[src/common/aux_pin_pkg.sv]
// constants of the auxiliary pin function multiplexer
//
// Notes on behaviour
// each of four pins picks any function independently from stored configuration.
// static options float the pin, drive constant one, or drive constant zero.
// transmit-enable option drives the line-driver enable while the uart sends.
// power-enable option is low once configured, high during suspend.
// outside party should enable suspend pull-down when switching power with it.
// upload led pulses low while uart receive bytes go to the host.
// download led pulses low while host bytes leave on uart transmit.
// activity led pulses low on usb traffic in either direction.
// suspend indicator is low during suspend, high otherwise.
// clock options give 24, 12 or 6 mhz, stopped during suspend.
// general-purpose option makes pins individually host-controlled inputs or outputs.
// charger option is high on dedicated charger; inverted option gives complement.
// strobe options output the active-low bit-bang write or read strobe.
// bus-power sense option makes the pin an input reporting bus power.
// frame toggle option inverts the pin on every start-of-frame.
// suspend-inhibit option is an input; low keeps device out of suspend.
// unconfigured defaults: transmit enable, download led, upload led, suspend indicator.
// input pins pulled up; stored option pulls them gently low in suspend.
// selections load from storage after reset; pins float until loaded.
// led pulses last a minimum visible time and retrigger during traffic.
package aux_pin_pkg;

    // function select codes
    localparam logic [4:0] FN_FLOAT = 5'h00;
    localparam logic [4:0] FN_DRIVE_ONE = 5'h01;
    localparam logic [4:0] FN_DRIVE_ZERO = 5'h02;
    localparam logic [4:0] FN_DRIVER_ENABLE = 5'h03;
    localparam logic [4:0] FN_POWER_SWITCH = 5'h04;
    localparam logic [4:0] FN_UPLOAD_LED = 5'h05;
    localparam logic [4:0] FN_DOWNLOAD_LED = 5'h06;
    localparam logic [4:0] FN_ACTIVITY_LED = 5'h07;
    localparam logic [4:0] FN_SUSPEND_IND = 5'h08;
    localparam logic [4:0] FN_CLOCK_24M = 5'h09;
    localparam logic [4:0] FN_CLOCK_12M = 5'h0a;
    localparam logic [4:0] FN_CLOCK_6M = 5'h0b;
    localparam logic [4:0] FN_GPIO = 5'h0c;
    localparam logic [4:0] FN_CHARGER = 5'h0d;
    localparam logic [4:0] FN_CHARGER_INV = 5'h0e;
    localparam logic [4:0] FN_WRITE_STROBE = 5'h0f;
    localparam logic [4:0] FN_READ_STROBE = 5'h10;
    localparam logic [4:0] FN_BUS_POWER_SENSE = 5'h11;
    localparam logic [4:0] FN_FRAME_TOGGLE = 5'h12;
    localparam logic [4:0] FN_SUSPEND_INHIBIT = 5'h13;

    // defaults when storage is blank, pin 3 in the top field
    localparam logic [19:0] FUNC_DEFAULT = {FN_SUSPEND_IND, FN_UPLOAD_LED, FN_DOWNLOAD_LED, FN_DRIVER_ENABLE};
    localparam logic FUNC_PULLDOWN_DEFAULT = 1'b0;

    // register byte offsets
    localparam logic [3:0] REG_FUNC_SEL = 4'h0;
    localparam logic [3:0] REG_GPIO_CTRL = 4'h4;
    localparam logic [3:0] REG_STATUS = 4'h8;

    // field positions
    localparam int unsigned FUNC_PULLDOWN_BIT = 20;
    localparam int unsigned GPIO_OUT_LSB = 0;
    localparam int unsigned GPIO_DIR_LSB = 4;
    localparam int unsigned STAT_PIN_LSB = 0;
    localparam int unsigned STAT_LOADED_BIT = 4;
    localparam int unsigned STAT_BUS_POWER_BIT = 5;
    localparam int unsigned STAT_INHIBIT_BIT = 6;
    localparam int unsigned STAT_SUSPEND_BIT = 7;
    localparam logic [7:0] GPIO_CTRL_RESET = 8'h00;

    // timing
    localparam int unsigned CLK_MHZ = 100;
    localparam int unsigned CLK_PERIOD_NS = 10;
    localparam int unsigned LED_HOLD_NS = 50000000;
    localparam int unsigned LED_HOLD_CYCLES = (LED_HOLD_NS + CLK_PERIOD_NS - 1) / CLK_PERIOD_NS;
    localparam int unsigned NCO_W = 16;
    localparam logic [15:0] NCO_INC_24M = 16'((24 * 65536) / CLK_MHZ);
    localparam logic [15:0] NCO_INC_12M = 16'((12 * 65536) / CLK_MHZ);
    localparam logic [15:0] NCO_INC_6M = 16'((6 * 65536) / CLK_MHZ);

    typedef enum logic [1:0] {
        LOAD_FETCH = 2'b01,
        LOAD_DONE = 2'b10
    } load_state_type;

endpackage

[src/rtl/aux_pin_function_select.sv]
// auxiliary pin function multiplexer with avalon registers
//
// Implementation choices: the address map and the Avalon-MM interface to the registers.
`timescale 1ns/10ps
module aux_pin_function_select #(
    parameter int unsigned LED_HOLD_CYCLES = aux_pin_pkg::LED_HOLD_CYCLES
) (
    // clock and reset
    input wire logic clk,
    input wire logic reset,
    // avalon-mm slave
    input wire logic [3:0] address,
    input wire logic read,
    input wire logic write,
    input wire logic [31:0] writedata,
    input wire logic [3:0] byteenable,
    output logic [31:0] readdata,
    output logic waitrequest,
    // configuration storage read port
    output logic config_storage_read,
    input wire logic config_storage_valid,
    input wire logic config_storage_blank,
    input wire logic [20:0] config_storage_data,
    // device state from the bridge core
    input wire logic uart_tx_busy,
    input wire logic usb_configured,
    input wire logic usb_suspended,
    input wire logic charger_detected,
    input wire logic bang_write_strobe_n,
    input wire logic bang_read_strobe_n,
    input wire logic frame_start,
    input wire logic upload_traffic,
    input wire logic download_traffic,
    // auxiliary pins
    input wire logic [3:0] aux_pin_in,
    output logic [3:0] aux_pin_out,
    output logic [3:0] aux_pin_oe,
    output logic [3:0] aux_pin_pull_up,
    output logic [3:0] aux_pin_pull_down,
    // pin-sourced levels back to the core
    output logic bus_power_sense,
    output logic suspend_inhibit
);

    // true when a function drives the pin itself; gpio decided per pin
    function automatic logic drives_pin(input logic [4:0] sel);
        drives_pin = (sel != aux_pin_pkg::FN_FLOAT) && (sel != aux_pin_pkg::FN_GPIO) &&
            (sel != aux_pin_pkg::FN_BUS_POWER_SENSE) && (sel != aux_pin_pkg::FN_SUSPEND_INHIBIT) &&
            (sel <= aux_pin_pkg::FN_SUSPEND_INHIBIT);
    endfunction

    // byte-lane merge for register writes
    function automatic logic [31:0] merge(input logic [31:0] old, input logic [31:0] wd, input logic [3:0] be);
        logic [31:0] mask;
        mask = {{8{be[3]}}, {8{be[2]}}, {8{be[1]}}, {8{be[0]}}};
        merge = (old & ~mask) | (wd & mask);
    endfunction

    aux_pin_pkg::load_state_type load_state_r;
    logic [19:0] func_r;
    logic pulldown_r;
    logic [3:0] gpio_out_r;
    logic [3:0] gpio_dir_r;
    logic [31:0] readdata_r;
    logic waitrequest_r;
    logic [3:0] pin_meta_r;
    logic [3:0] pin_sync_r;
    logic frame_toggle_r;
    logic [3:0] pin_out_r;
    logic [3:0] pin_oe_r;
    logic [3:0] pull_up_r;
    logic [3:0] pull_down_r;
    logic bus_power_r;
    logic inhibit_r;
    logic [2:0] led_on;
    logic [2:0] led_trig;
    logic [2:0] clk_level;
    logic [31:0] src_level;
    logic loaded;
    logic access;
    logic [3:0] sense_hit;
    logic [3:0] inhibit_hit;
    logic [31:0] func_word;
    logic [31:0] gpio_word;
    logic [31:0] func_merged;
    logic [31:0] gpio_merged;

    assign loaded = (load_state_r == aux_pin_pkg::LOAD_DONE);
    assign access = (read || write) && !waitrequest_r;
    assign func_word = {11'h000, pulldown_r, func_r};
    assign gpio_word = {24'h000000, gpio_dir_r, gpio_out_r};
    assign func_merged = merge(func_word, writedata, byteenable);
    assign gpio_merged = merge(gpio_word, writedata, byteenable);

    // fetch selections from storage once after reset
    always_ff @(posedge clk) begin
        if (reset) begin
            load_state_r <= aux_pin_pkg::LOAD_FETCH;
        end else begin
            unique case (load_state_r)
                aux_pin_pkg::LOAD_FETCH: begin
                    if (config_storage_valid) begin
                        load_state_r <= aux_pin_pkg::LOAD_DONE;
                    end
                end
                aux_pin_pkg::LOAD_DONE: begin
                    load_state_r <= aux_pin_pkg::LOAD_DONE;
                end
            endcase
        end
    end

    assign config_storage_read = (load_state_r == aux_pin_pkg::LOAD_FETCH);

    // selections: storage load, then software
    always_ff @(posedge clk) begin
        if (reset) begin
            func_r <= aux_pin_pkg::FUNC_DEFAULT;
            pulldown_r <= aux_pin_pkg::FUNC_PULLDOWN_DEFAULT;
        end else if (!loaded && config_storage_valid) begin
            if (config_storage_blank) begin
                func_r <= aux_pin_pkg::FUNC_DEFAULT;
                pulldown_r <= aux_pin_pkg::FUNC_PULLDOWN_DEFAULT;
            end else begin
                func_r <= config_storage_data[19:0];
                pulldown_r <= config_storage_data[aux_pin_pkg::FUNC_PULLDOWN_BIT];
            end
        end else if (access && write && address == aux_pin_pkg::REG_FUNC_SEL) begin
            func_r <= func_merged[19:0];
            pulldown_r <= func_merged[aux_pin_pkg::FUNC_PULLDOWN_BIT];
        end
    end

    // host-controlled gpio levels and directions
    always_ff @(posedge clk) begin
        if (reset) begin
            gpio_out_r <= aux_pin_pkg::GPIO_CTRL_RESET[3:0];
            gpio_dir_r <= aux_pin_pkg::GPIO_CTRL_RESET[7:4];
        end else if (access && write && address == aux_pin_pkg::REG_GPIO_CTRL) begin
            gpio_out_r <= gpio_merged[aux_pin_pkg::GPIO_OUT_LSB +: 4];
            gpio_dir_r <= gpio_merged[aux_pin_pkg::GPIO_DIR_LSB +: 4];
        end
    end

    // one wait state per access
    always_ff @(posedge clk) begin
        if (reset) begin
            waitrequest_r <= 1'b1;
        end else begin
            waitrequest_r <= !((read || write) && waitrequest_r);
        end
    end

    // read mux, unmapped offsets read zero
    always_ff @(posedge clk) begin
        if (reset) begin
            readdata_r <= 32'h00000000;
        end else if (read && waitrequest_r) begin
            if (address == aux_pin_pkg::REG_FUNC_SEL) begin
                readdata_r <= func_word;
            end else if (address == aux_pin_pkg::REG_GPIO_CTRL) begin
                readdata_r <= gpio_word;
            end else if (address == aux_pin_pkg::REG_STATUS) begin
                readdata_r <= 32'h00000000;
                readdata_r[aux_pin_pkg::STAT_PIN_LSB +: 4] <= pin_sync_r;
                readdata_r[aux_pin_pkg::STAT_LOADED_BIT] <= loaded;
                readdata_r[aux_pin_pkg::STAT_BUS_POWER_BIT] <= bus_power_r;
                readdata_r[aux_pin_pkg::STAT_INHIBIT_BIT] <= inhibit_r;
                readdata_r[aux_pin_pkg::STAT_SUSPEND_BIT] <= usb_suspended;
            end else begin
                readdata_r <= 32'h00000000;
            end
        end
    end

    assign readdata = readdata_r;
    assign waitrequest = waitrequest_r;

    // two-stage synchroniser on the pin levels
    always_ff @(posedge clk) begin
        if (reset) begin
            pin_meta_r <= 4'hf;
            pin_sync_r <= 4'hf;
        end else begin
            pin_meta_r <= aux_pin_in;
            pin_sync_r <= pin_meta_r;
        end
    end

    // start-of-frame toggle
    always_ff @(posedge clk) begin
        if (reset) begin
            frame_toggle_r <= 1'b0;
        end else if (frame_start) begin
            frame_toggle_r <= !frame_toggle_r;
        end
    end

    // led pulse stretchers: upload, download, activity
    assign led_trig = {upload_traffic || download_traffic, download_traffic, upload_traffic};
    for (genvar k = 0; k < 3; k++) begin : g_led
        logic [31:0] hold_r;
        always_ff @(posedge clk) begin
            if (reset) begin
                hold_r <= 32'h00000000;
            end else if (led_trig[k]) begin
                hold_r <= 32'(LED_HOLD_CYCLES); // retrigger restarts
            end else if (hold_r != 32'h00000000) begin
                hold_r <= hold_r - 32'h00000001;
            end
        end
        assign led_on[k] = led_trig[k] || (hold_r != 32'h00000000);
    end

    // phase accumulators: no exact split of 100 mhz,
    // so mean frequency is right, edges jitter
    for (genvar k = 0; k < 3; k++) begin : g_nco
        localparam logic [15:0] INC = (k == 0) ? aux_pin_pkg::NCO_INC_24M :
            (k == 1) ? aux_pin_pkg::NCO_INC_12M : aux_pin_pkg::NCO_INC_6M;
        logic [15:0] acc_r;
        always_ff @(posedge clk) begin
            if (reset || usb_suspended) begin
                acc_r <= 16'h0000; // clocks stop low in suspend
            end else begin
                acc_r <= acc_r + INC;
            end
        end
        assign clk_level[k] = acc_r[aux_pin_pkg::NCO_W - 1];
    end

    // level of each driving function by code
    always_comb begin
        src_level = 32'h00000000;
        src_level[aux_pin_pkg::FN_DRIVE_ONE] = 1'b1;
        src_level[aux_pin_pkg::FN_DRIVE_ZERO] = 1'b0;
        src_level[aux_pin_pkg::FN_DRIVER_ENABLE] = uart_tx_busy;
        src_level[aux_pin_pkg::FN_POWER_SWITCH] = !(usb_configured && !usb_suspended);
        src_level[aux_pin_pkg::FN_UPLOAD_LED] = !led_on[0];
        src_level[aux_pin_pkg::FN_DOWNLOAD_LED] = !led_on[1];
        src_level[aux_pin_pkg::FN_ACTIVITY_LED] = !led_on[2];
        src_level[aux_pin_pkg::FN_SUSPEND_IND] = !usb_suspended;
        src_level[aux_pin_pkg::FN_CLOCK_24M] = clk_level[0];
        src_level[aux_pin_pkg::FN_CLOCK_12M] = clk_level[1];
        src_level[aux_pin_pkg::FN_CLOCK_6M] = clk_level[2];
        src_level[aux_pin_pkg::FN_CHARGER] = charger_detected;
        src_level[aux_pin_pkg::FN_CHARGER_INV] = !charger_detected;
        src_level[aux_pin_pkg::FN_WRITE_STROBE] = bang_write_strobe_n;
        src_level[aux_pin_pkg::FN_READ_STROBE] = bang_read_strobe_n;
        src_level[aux_pin_pkg::FN_FRAME_TOGGLE] = frame_toggle_r;
    end

    // per-pin output, enable and pull registers
    for (genvar i = 0; i < 4; i++) begin : g_pin
        logic [4:0] sel;
        logic drive;
        logic pulled;
        assign sel = func_r[i * 5 +: 5];
        assign drive = (sel == aux_pin_pkg::FN_GPIO) ? gpio_dir_r[i] : drives_pin(sel);
        assign sense_hit[i] = (sel == aux_pin_pkg::FN_BUS_POWER_SENSE) && pin_sync_r[i];
        assign inhibit_hit[i] = (sel == aux_pin_pkg::FN_SUSPEND_INHIBIT) && !pin_sync_r[i];
        // unused codes float with no pull
        assign pulled = !drive && (sel != aux_pin_pkg::FN_FLOAT) && (sel <= aux_pin_pkg::FN_SUSPEND_INHIBIT);
        always_ff @(posedge clk) begin
            if (reset || !loaded) begin
                pin_oe_r[i] <= 1'b0; // floating until loaded
                pin_out_r[i] <= 1'b0;
                pull_up_r[i] <= 1'b0;
                pull_down_r[i] <= 1'b0;
            end else begin
                pin_oe_r[i] <= drive;
                pin_out_r[i] <= (sel == aux_pin_pkg::FN_GPIO) ? gpio_out_r[i] : src_level[sel];
                pull_up_r[i] <= pulled && !(pulldown_r && usb_suspended);
                pull_down_r[i] <= pulled && pulldown_r && usb_suspended;
            end
        end
    end

    // levels sensed on input-function pins
    always_ff @(posedge clk) begin
        if (reset) begin
            bus_power_r <= 1'b0;
            inhibit_r <= 1'b0;
        end else begin
            bus_power_r <= loaded && (sense_hit != 4'h0);
            inhibit_r <= loaded && (inhibit_hit != 4'h0);
        end
    end

    assign aux_pin_out = pin_out_r;
    assign aux_pin_oe = pin_oe_r;
    assign aux_pin_pull_up = pull_up_r;
    assign aux_pin_pull_down = pull_down_r;
    assign bus_power_sense = bus_power_r;
    assign suspend_inhibit = inhibit_r;

endmodule

[config.mk]
export PLATFORM = sky130hd
export DESIGN_NAME = aux_pin_function_select
export DESIGN_NICKNAME = d
export VERILOG_FILES = /design/src/common/aux_pin_pkg.sv /design/src/rtl/aux_pin_function_select.sv
export SDC_FILE = /design/constraint.sdc
export NUM_CORES = 1
export LEC_CHECK = 0
export BUFFER_PORTS_ARGS = -buffer_cell sky130_fd_sc_hd__buf_2
export CAP_MARGIN = 20
export CORE_UTILIZATION = 35
export DETAILED_ROUTE_END_ITERATION = 10
export GPL_ROUTABILITY_DRIVEN = 1
export RECOVER_POWER = 25
export SETUP_SLACK_MARGIN = 0.5
export SLEW_MARGIN = 20
export SYNTH_ARGS = -nofsm -noshare
export SYNTH_HDL_FRONTEND = slang
export SYNTH_SLANG_ARGS = --single-unit
[constraint.sdc]
create_clock -name clk -period 6.65 [get_ports clk]
set_clock_uncertainty 0.15 [all_clocks]
set_input_delay 0 -clock clk [delete_from_list [all_inputs] [get_ports clk]]
set_output_delay 0 -clock clk [all_outputs]
set_load 0.005 [all_outputs]
==> results of run 1 <==
-- synth_stat cells, types with 4 or more instances --
| cell | number |
|---|---|
| o21ai_0 | 58 |
| or2_2 | 14 |
| mux2i_1 | 19 |
| nor2b_1 | 8 |
| ha_1 | 9 |
| inv_1 | 37 |
| a21oi_1 | 68 |
| xor2_1 | 27 |
| or4_1 | 45 |
| nand2b_1 | 22 |
| or3_1 | 49 |
| a211oi_1 | 15 |
| nand2_1 | 37 |
| a41oi_1 | 5 |
| nand4_1 | 9 |
| o21a_1 | 11 |
| o31a_1 | 4 |
| a31oi_1 | 19 |
| a311oi_1 | 15 |
| nor4b_1 | 4 |
| o31ai_1 | 35 |
| dfxtp_1 | 215 |
| nor3b_1 | 18 |
| o41ai_1 | 7 |
| o2111ai_1 | 10 |
| and3_1 | 8 |
| o21bai_1 | 4 |
| clkbuf_1 | 68 |
| xnor2_1 | 19 |
| o311ai_0 | 8 |
| nor2_1 | 135 |
| nor3_1 | 50 |
| nor4_1 | 33 |
| o211ai_1 | 7 |
| a22oi_1 | 24 |
| nand4b_1 | 4 |
| nand3_1 | 18 |
| mux2_2 | 6 |
| nand3b_1 | 4 |
| buf_4 | 11 |
-- per-layer routing --
metal | part of all wire | vias up
met1 | 0.45 | 4626
met4 | 0.035 | 0
met5 | 0 | -
li1 | - | 4834
met3 | 0.054 | 60
met2 | 0.46 | 281
-- placed cells by master (no fill, tap or decap), types with 14 or more instances in the layout --
master / instances
dfxtp_1: 215
nor2_1: 135
dlygate4sd3_1: 88
buf_2: 86
a21oi_1: 68
o21ai_0: 58
or3_1: 49
nor3_1: 49
or4_1: 45
inv_1: 37
nand2_1: 37
o31ai_1: 35
nor4_1: 32
xor2_1: 27
clkbuf_1: 26
clkbuf_16: 25
a22oi_1: 24
nand2b_1: 22
xnor2_1: 19
a31oi_1: 19
mux2i_1: 19
nand3_1: 18
nor3b_1: 18
a211oi_1: 15
a311oi_1: 15
or2_2: 14
-- cells by family after synthesis --
| family | count (synthesis) | synth area share |
|---|---|---|
| other cells | 1 | 0.0003611 |
| fa+ha+maj | 9 | 0.01084 |
| compound gates | 314 | 0.2046 |
| simple gates | 473 | 0.2504 |
| buf+inv | 126 | 0.05133 |
| flops | 215 | 0.4145 |
| xor+xnor | 46 | 0.03880 |
| mux | 27 | 0.02916 |
-- stage by stage --
| stage | power [mW] | hold slack, ns |
|---|---|---|
| after floorplan | 1.744 | -0.04619 |
| after global placement | 1.846 | 0.03825 |
| after detailed placement | 1.852 | 0.03474 |
| after CTS | 3.317 | 0.001698 |
| after global routing | 3.439 | 0.04303 |
| final | 3.294 | 0.01526 |
-- report_power, final --
group,switching (mW),internal (mW)
Sequential,0.0833,1.35
Combinational,0.250,0.204
Clock,0.556,0.854
Total,0.889,2.40
-- critical path: cells and delay by family --
family                 cells  cell delay [ns]
AO/OA/AOI/OAI              3             0.27
buffers and inverters      5             3.83
AND/OR/NAND/NOR            1             0.51
-- what timing repair did --
action / 4_1_cts / 5_1_grt
hold endpoints to repair: 92 / 0
buffers inserted: 0 / 0
hold buffers: 88 / 0
-- how the worst max path moves through the flow --
| stage | from | to | slack, ns | cells past startpoint |
|---|---|---|---|---|
| 3_5_place_dp | g_led[0].hold_r[24]$_SDFFE_PP0P_ | aux_pin_out[0]$_SDFF_PP0_ | 3.19 | 5 |
| 2_1_floorplan | g_led[2].hold_r[4]$_SDFFE_PP0P_ | g_led[2].hold_r[21]$_SDFFE_PP0P_ | 4.05 | 7 |
| 4_1_cts | g_led[2].hold_r[24]$_SDFFE_PP0P_ | aux_pin_out[2]$_SDFF_PP0_ | 2.63 | 7 |
| 6_report | reset | aux_pin_out[2]$_SDFF_PP0_ | 2.27 | 9 |
| 3_3_place_gp | g_led[0].hold_r[24]$_SDFFE_PP0P_ | aux_pin_out[3]$_SDFF_PP0_ | 3.30 | 5 |
| 5_1_grt | reset | aux_pin_out[2]$_SDFF_PP0_ | 1.94 | 9 |
-- final cells by class --
| type | count | area [sq um] |
|---|---|---|
| multi-input cells | 880 | 5595 |
| fillers | 2819 | 16140 |
| well taps | 384 | 480.5 |
| inverters | 39 | 146.4 |
| flip-flops and latches | 215 | 4304 |
| clock buffers | 33 | 695.7 |
| repair buffers | 201 | 1428 |
| clock inverters | 11 | 150.1 |
==> results.json, run 1 <==
{
  "slew-limit-headroom": -0.5196,
  "ys_seq_elements": 215,
  "post_cts_resized": 0,
  "grt_first_pass_wirelength_um": 46210,
  "final_cell_area_sq_um": 12800,
  "hpwl_um": 18410,
  "r2r-start": "g_led[2].hold_r[24]$_SDFFE_PP0P_",
  "fp.dieH_um": 174.2,
  "finalSetupViolations": 0,
  "rsz0062_at_grt": "false",
  "nets": 1451,
  "cellLeakagePower_nw": 4.838,
  "crit_path_frequent_cell": "dlygate4sd3_1",
  "yosysWarnings": 0,
  "fin_ws_ns": 2.270,
  "min-delay-path-class": "in -> reg",
  "placed_cell_area_sq_um": 11100,
  "hold_viol_final": 0,
  "grt_max_degree": 49,
  "synthArstFlopShare": 0,
  "cap_violations": 2,
  "clk_pin_slew_worst_paths_ns": 0.06,
  "diodes": 0,
  "crit_path_start_kind": "input port",
  "reg2regPathDepth": 7,
  "fp-row-count": 62,
  "gp_congestion": 0.8375,
  "placed_cells": 1631,
  "rrSetupSlack_ns": 2.58,
  "outcome": "finished, violations left",
  "dp_slack_ns": 3.191,
  "tightest_slew_ns": 2.279,
  "crit_chain": "dlygate4sd3_1, clkbuf_1, inv_1, nand2_1, a211oi_1, o311ai_0, dlygate4sd3_1, o32ai_1, dlygate4sd3_1",
  "clockRootBuffer": "clkbuf_16",
  "busiest_layer": "met2",
  "whs_path_depth": 4,
  "fin_crit_sh": 0.6586,
  "drc": 0,
  "syn_area_sq_um": 10380,
  "violations": "capacitance limit, slew limit",
  "path_max_fanout": 36,
  "period_needed_ns": 4.380,
  "maxSlewViolCount": 86,
  "setup_tns_ns": 0,
  "core-area_sq_um": 28940,
  "wl_um": 28110,
  "drtPass1Iterations": 5,
  "worst_setup_path_end_kind": "register",
  "stdcell_count": 1763,
  "yosys.area.top_type": "dfxtp_1",
  "grt_pass1_vias": 9232,
  "vdd_drop_max_mv": 0.1891,
  "cts_buffers": 25,
  "drive_above_1_share": 0.1204,
  "die_w_um": 174.2,
  "crit_type": "in -> reg",
  "vias_per_cell": 5.559,
  "powerDensity_nw_per_um2": 257.3,
  "met2_usage": 0.3051,
  "synth_top_area_share": 0.4145,
  "grt_usage": 0.1821,
  "yosysUniqueCellTypes": 70,
  "vias": 9801,
  "slowest_stage": "clkbuf_1",
  "synthToLayoutAreaGrowth_pct": 23.27,
  "wire_per_inst_um": 15.94,
  "drtIter0Drc": 626,
  "synth_seq_area_share": 0.4145,
  "htree_levels": 1,
  "use_met3": 0.02975,
  "required_ns": 6.92,
  "clockBufferDepth": 3,
  "synthTopCellsByArea": "dfxtp_1 41%, nor2_1 4.9%, a21oi_1 3.3%",
  "cts_tree": "done",
  "grt_overflow_total": 0,
  "clk-insertion-delay-late_ns": 0.54,
  "synth_flop_cell": "dfxtp_1",
  "max_freq_mhz": 228.3,
  "drt.antenna.violating_nets": 0,
  "fin_util": 0.4424,
  "antenna_found_initial": 0,
  "synth_edf_count": 0,
  "synth_cells": 1211,
  "io_pins": 132,
  "syn_avg_cell_area_sq_um": 8.574,
  "dieArea_sq_um": 30360,
  "cp.arrival_ns": 4.65,
  "max_stage_delay_ns": 1.26,
  "grtUsageMet1": 0.2355,
  "clock-sinks": 215,
  "initial_core_util": 0.3589,
  "rr_endpoint": "aux_pin_out[2]$_SDFF_PP0_",
  "io_buffers": 108,
  "hold_start": "byteenable[2]"
}
No activity file was read; power rests on OpenSTA's default activity.
==> run 2: changes to the inputs <==
- ABC_AREA: default -> 1
- clock period: 6.65 -> 4.03 ns (I/O delays scaled with it)
==> run 2 against run 1 <==
Against the previous run:
- the run now ends clean
- routed wire length is 11% higher
- via count is 9.9% higher
- worst setup slack worse by 1.6 ns
- utilization hardly changed
- final area is 3.6% higher
- combinational power is 98% higher
- sequential power is 64% higher
- critical path depth is 4 higher
- highest routed layer unchanged
==> results.json, run 2 <==
{
  "outcome": "finished clean",
  "setup_tns_ns": 0,
  "syn_area_sq_um": 10750,
  "drt.antenna.violating_nets": 0,
  "wl_um": 31200,
  "yosysUniqueCellTypes": 51,
  "num-fill-cells": 3065,
  "io_buffers": 108,
  "max_stage_delay_ns": 0.63,
  "min-delay-path-class": "in -> reg",
  "vias_per_cell": 4.987,
  "antenna_found_initial": 0,
  "diodes": 0,
  "ys_seq_elements": 215,
  "fin_crit_sh": 0.8395,
  "crit_chain": "inv_1, nand2_1, inv_1, nor2_1, buf_4, inv_2, nand3_1, dlygate4sd3_1, o21ai_0, dlygate4sd3_1, o21ai_0, dlygate4sd3_1, a21oi_1",
  "drtPass1Iterations": 6,
  "cellLeakagePower_nw": 5.693,
  "crit_path_frequent_cell": "dlygate4sd3_1",
  "maxSlewViolCount": 0,
  "slowest_stage": "dlygate4sd3_1",
  "crit_path_start_kind": "register",
  "vias": 10770,
  "rsz0062_at_grt": "false",
  "synth_edf_count": 0,
  "cp.arrival_ns": 3.69,
  "fp.dieH_um": 177.3,
  "drc": 0,
  "grt_usage": 0.1966,
  "stdcell_count": 2160,
  "yosys.cell_count.top_type": "nor2_1",
  "worst_setup_path_end_kind": "register",
  "fp-row-count": 63,
  "finalSetupViolations": 0,
  "htree_levels": 1,
  "cp_top_family": "buffers and inverters",
  "synth_flop_cell": "dfxtp_1",
  "yosys-top-cells-count": "302 x nor2_1, 256 x nand2_1, 215 x dfxtp_1",
  "layout_common_cells": "302 x nor2_1, 256 x nand2_1, 215 x dfxtp_1, 158 x inv_1, 132 x a21oi_1",
  "slew-limit-headroom": 0.1201,
  "required_ns": 4.34,
  "period_needed_ns": 3.383,
  "die_w_um": 177.3,
  "max_freq_mhz": 295.6,
  "synthTopCellsByArea": "dfxtp_1 40%, nor2_1 11%, nand2_1 8.9%",
  "dieArea_sq_um": 31430,
  "rrSetupSlack_ns": 0.65,
  "final_common_cell": "nor2_1",
  "critPathBufInv": 7,
  "cap_violations": 0,
  "grt_max_degree": 43,
  "vdd_drop_max_mv": 0.2877,
  "yosysWarnings": 0,
  "cts_tree": "done",
  "path_max_fanout": 16,
  "io_pins": 132,
  "clk-insertion-delay-late_ns": 0.52,
  "synth_cells": 1557,
  "clockRootBuffer": "clkbuf_16",
  "grt_overflow_total": 0,
  "drive_above_1_share": 0.09661,
  "cts_buffers": 25,
  "initial_core_util": 0.3590,
  "powerDensity_nw_per_um2": 406.6,
  "gp_congestion": 0.9372,
  "clk_pin_slew_worst_paths_ns": 0.06,
  "grt_first_pass_wirelength_um": 50040,
  "crit_type": "reg -> reg",
  "hpwl_um": 22650,
  "yosys.area.top_type": "dfxtp_1",
  "post-cts-setup-buffers": 0,
  "synth_seq_area_share": 0.4003,
  "wire_per_inst_um": 14.45,
  "nets": 1840,
  "tightest_slew_ns": 1.320,
  "clockBufferDepth": 3,
  "syn_avg_cell_area_sq_um": 6.906,
  "hold_viol_final": 0,
  "clock-sinks": 215,
  "grt_pass1_vias": 10220,
  "placed_cells": 2025,
  "core-area_sq_um": 29950,
  "drtIter0Drc": 719,
  "synthArstFlopShare": 0,
  "synthToLayoutAreaGrowth_pct": 23.30,
  "synth_top_area_share": 0.4003
}
run 2: cell count changes in the layout (fill, tap and decap cells not counted), moves of 19 or more:
| cell | delta |
|---|---|
| a21oi_1 | +64 |
| a22oi_1 | -24 |
| inv_1 | +121 |
| mux2i_1 | -19 |
| nand2_1 | +219 |
| nand2b_1 | -22 |
| nand3_1 | +51 |
| nand4_1 | +20 |
| nor2_1 | +167 |
| nor4_1 | -27 |
| o21ai_0 | +50 |
| o31ai_1 | -34 |
| or3_1 | -47 |
| or4_1 | -45 |
run 2: cell type report:
class | instances | area [sq um] | area share
clock buffer | 35 | 713.2 | 0.05379
tap | 390 | 488.0 | 0.03681
clock inverter | 11 | 76.32 | 0.005757
timing repair buffer | 202 | 1420 | 0.1071
inverter | 167 | 626.9 | 0.04728
multi-input combinational | 1140 | 5629 | 0.4246
sequential | 215 | 4304 | 0.3247
run 2: power breakdown:
group | leakage [nW] | switching, mW | internal [mW]
logic | 3.55 | 0.553 | 0.348
clock network | 0.379 | 0.906 | 1.24
registers | 1.76 | 0.107 | 2.24
run 2: what timing repair did:
| action | in CTS | in global routing |
|---|---|---|
| setup endpoints to repair | 0 | 2 |
| gates resized for setup | 0 | 1 |
| hold endpoints to repair | 120 | 0 |
| hold buffers | 88 | 0 |
run 2: worst register-to-register path, cell delays in order (launching register included):
cell and delay (ns):
dfxtp_1 0.30, inv_1 0.06, nand2_1 0.11, inv_1 0.07
nor2_1 0.04, buf_4 0.17, inv_2 0.24, nand3_1 0.11
dlygate4sd3_1 0.57, o21ai_0 0.09, dlygate4sd3_1 0.59, o21ai_0 0.09
dlygate4sd3_1 0.63, a21oi_1 0.11
run 2: path summary, 6_finish.rpt:
kind | cells after the start | to | start
max reg2reg | 13 | register | load_state_r[0]$_SDFFE_PP1P_
min reg2reg | 1 | g_nco[2].acc_r[2]$_SDFF_PP0_ | g_nco[2].acc_r[2]$_SDFF_PP0_
max | 13 | register | load_state_r[0]$_SDFFE_PP1P_
min | 3 | pin_meta_r[2]$_SDFF_PP1_ | aux_pin_in[2]
run 2: logic make-up after synthesis:
| group | count (synthesis) | synth area share |
|---|---|---|
| simple gates | 757 | 0.3050 |
| compound gates | 307 | 0.1586 |
| flops | 215 | 0.4003 |
| buf+inv | 212 | 0.07971 |
| xor+xnor | 56 | 0.04561 |
| fa+ha+maj | 9 | 0.01047 |
| other cells | 1 | 0.0003487 |
run 2: metrics by stage:
step / instance area (sq um) / hold slack, ns / setup slack [ns] / power, mW / utilization
after floorplan: 10790 / -0.04619 / 2.258 / 2.961 / -
after global placement: 11630 / 0.03951 / 1.808 / 3.192 / 0.3881
after detailed placement: 11630 / 0.03530 / 1.754 / 3.201 / 0.3881
after CTS: 13300 / 0.02403 / 0.7163 / 5.448 / 0.4439
after global routing: 13260 / 0.05969 / 0.5085 / 5.695 / 0.4426
final: 13260 / 0.05903 / 0.6467 / 5.391 / 0.4426
run 2: metal layers:
metal  track usage  up-vias  share of wire
met3       0.03651       60          0.061
met4       0.06161        0          0.025
met2        0.3270      281           0.46
li1              -     5497              -
met1        0.2556     4933           0.45
met5             0        -              0
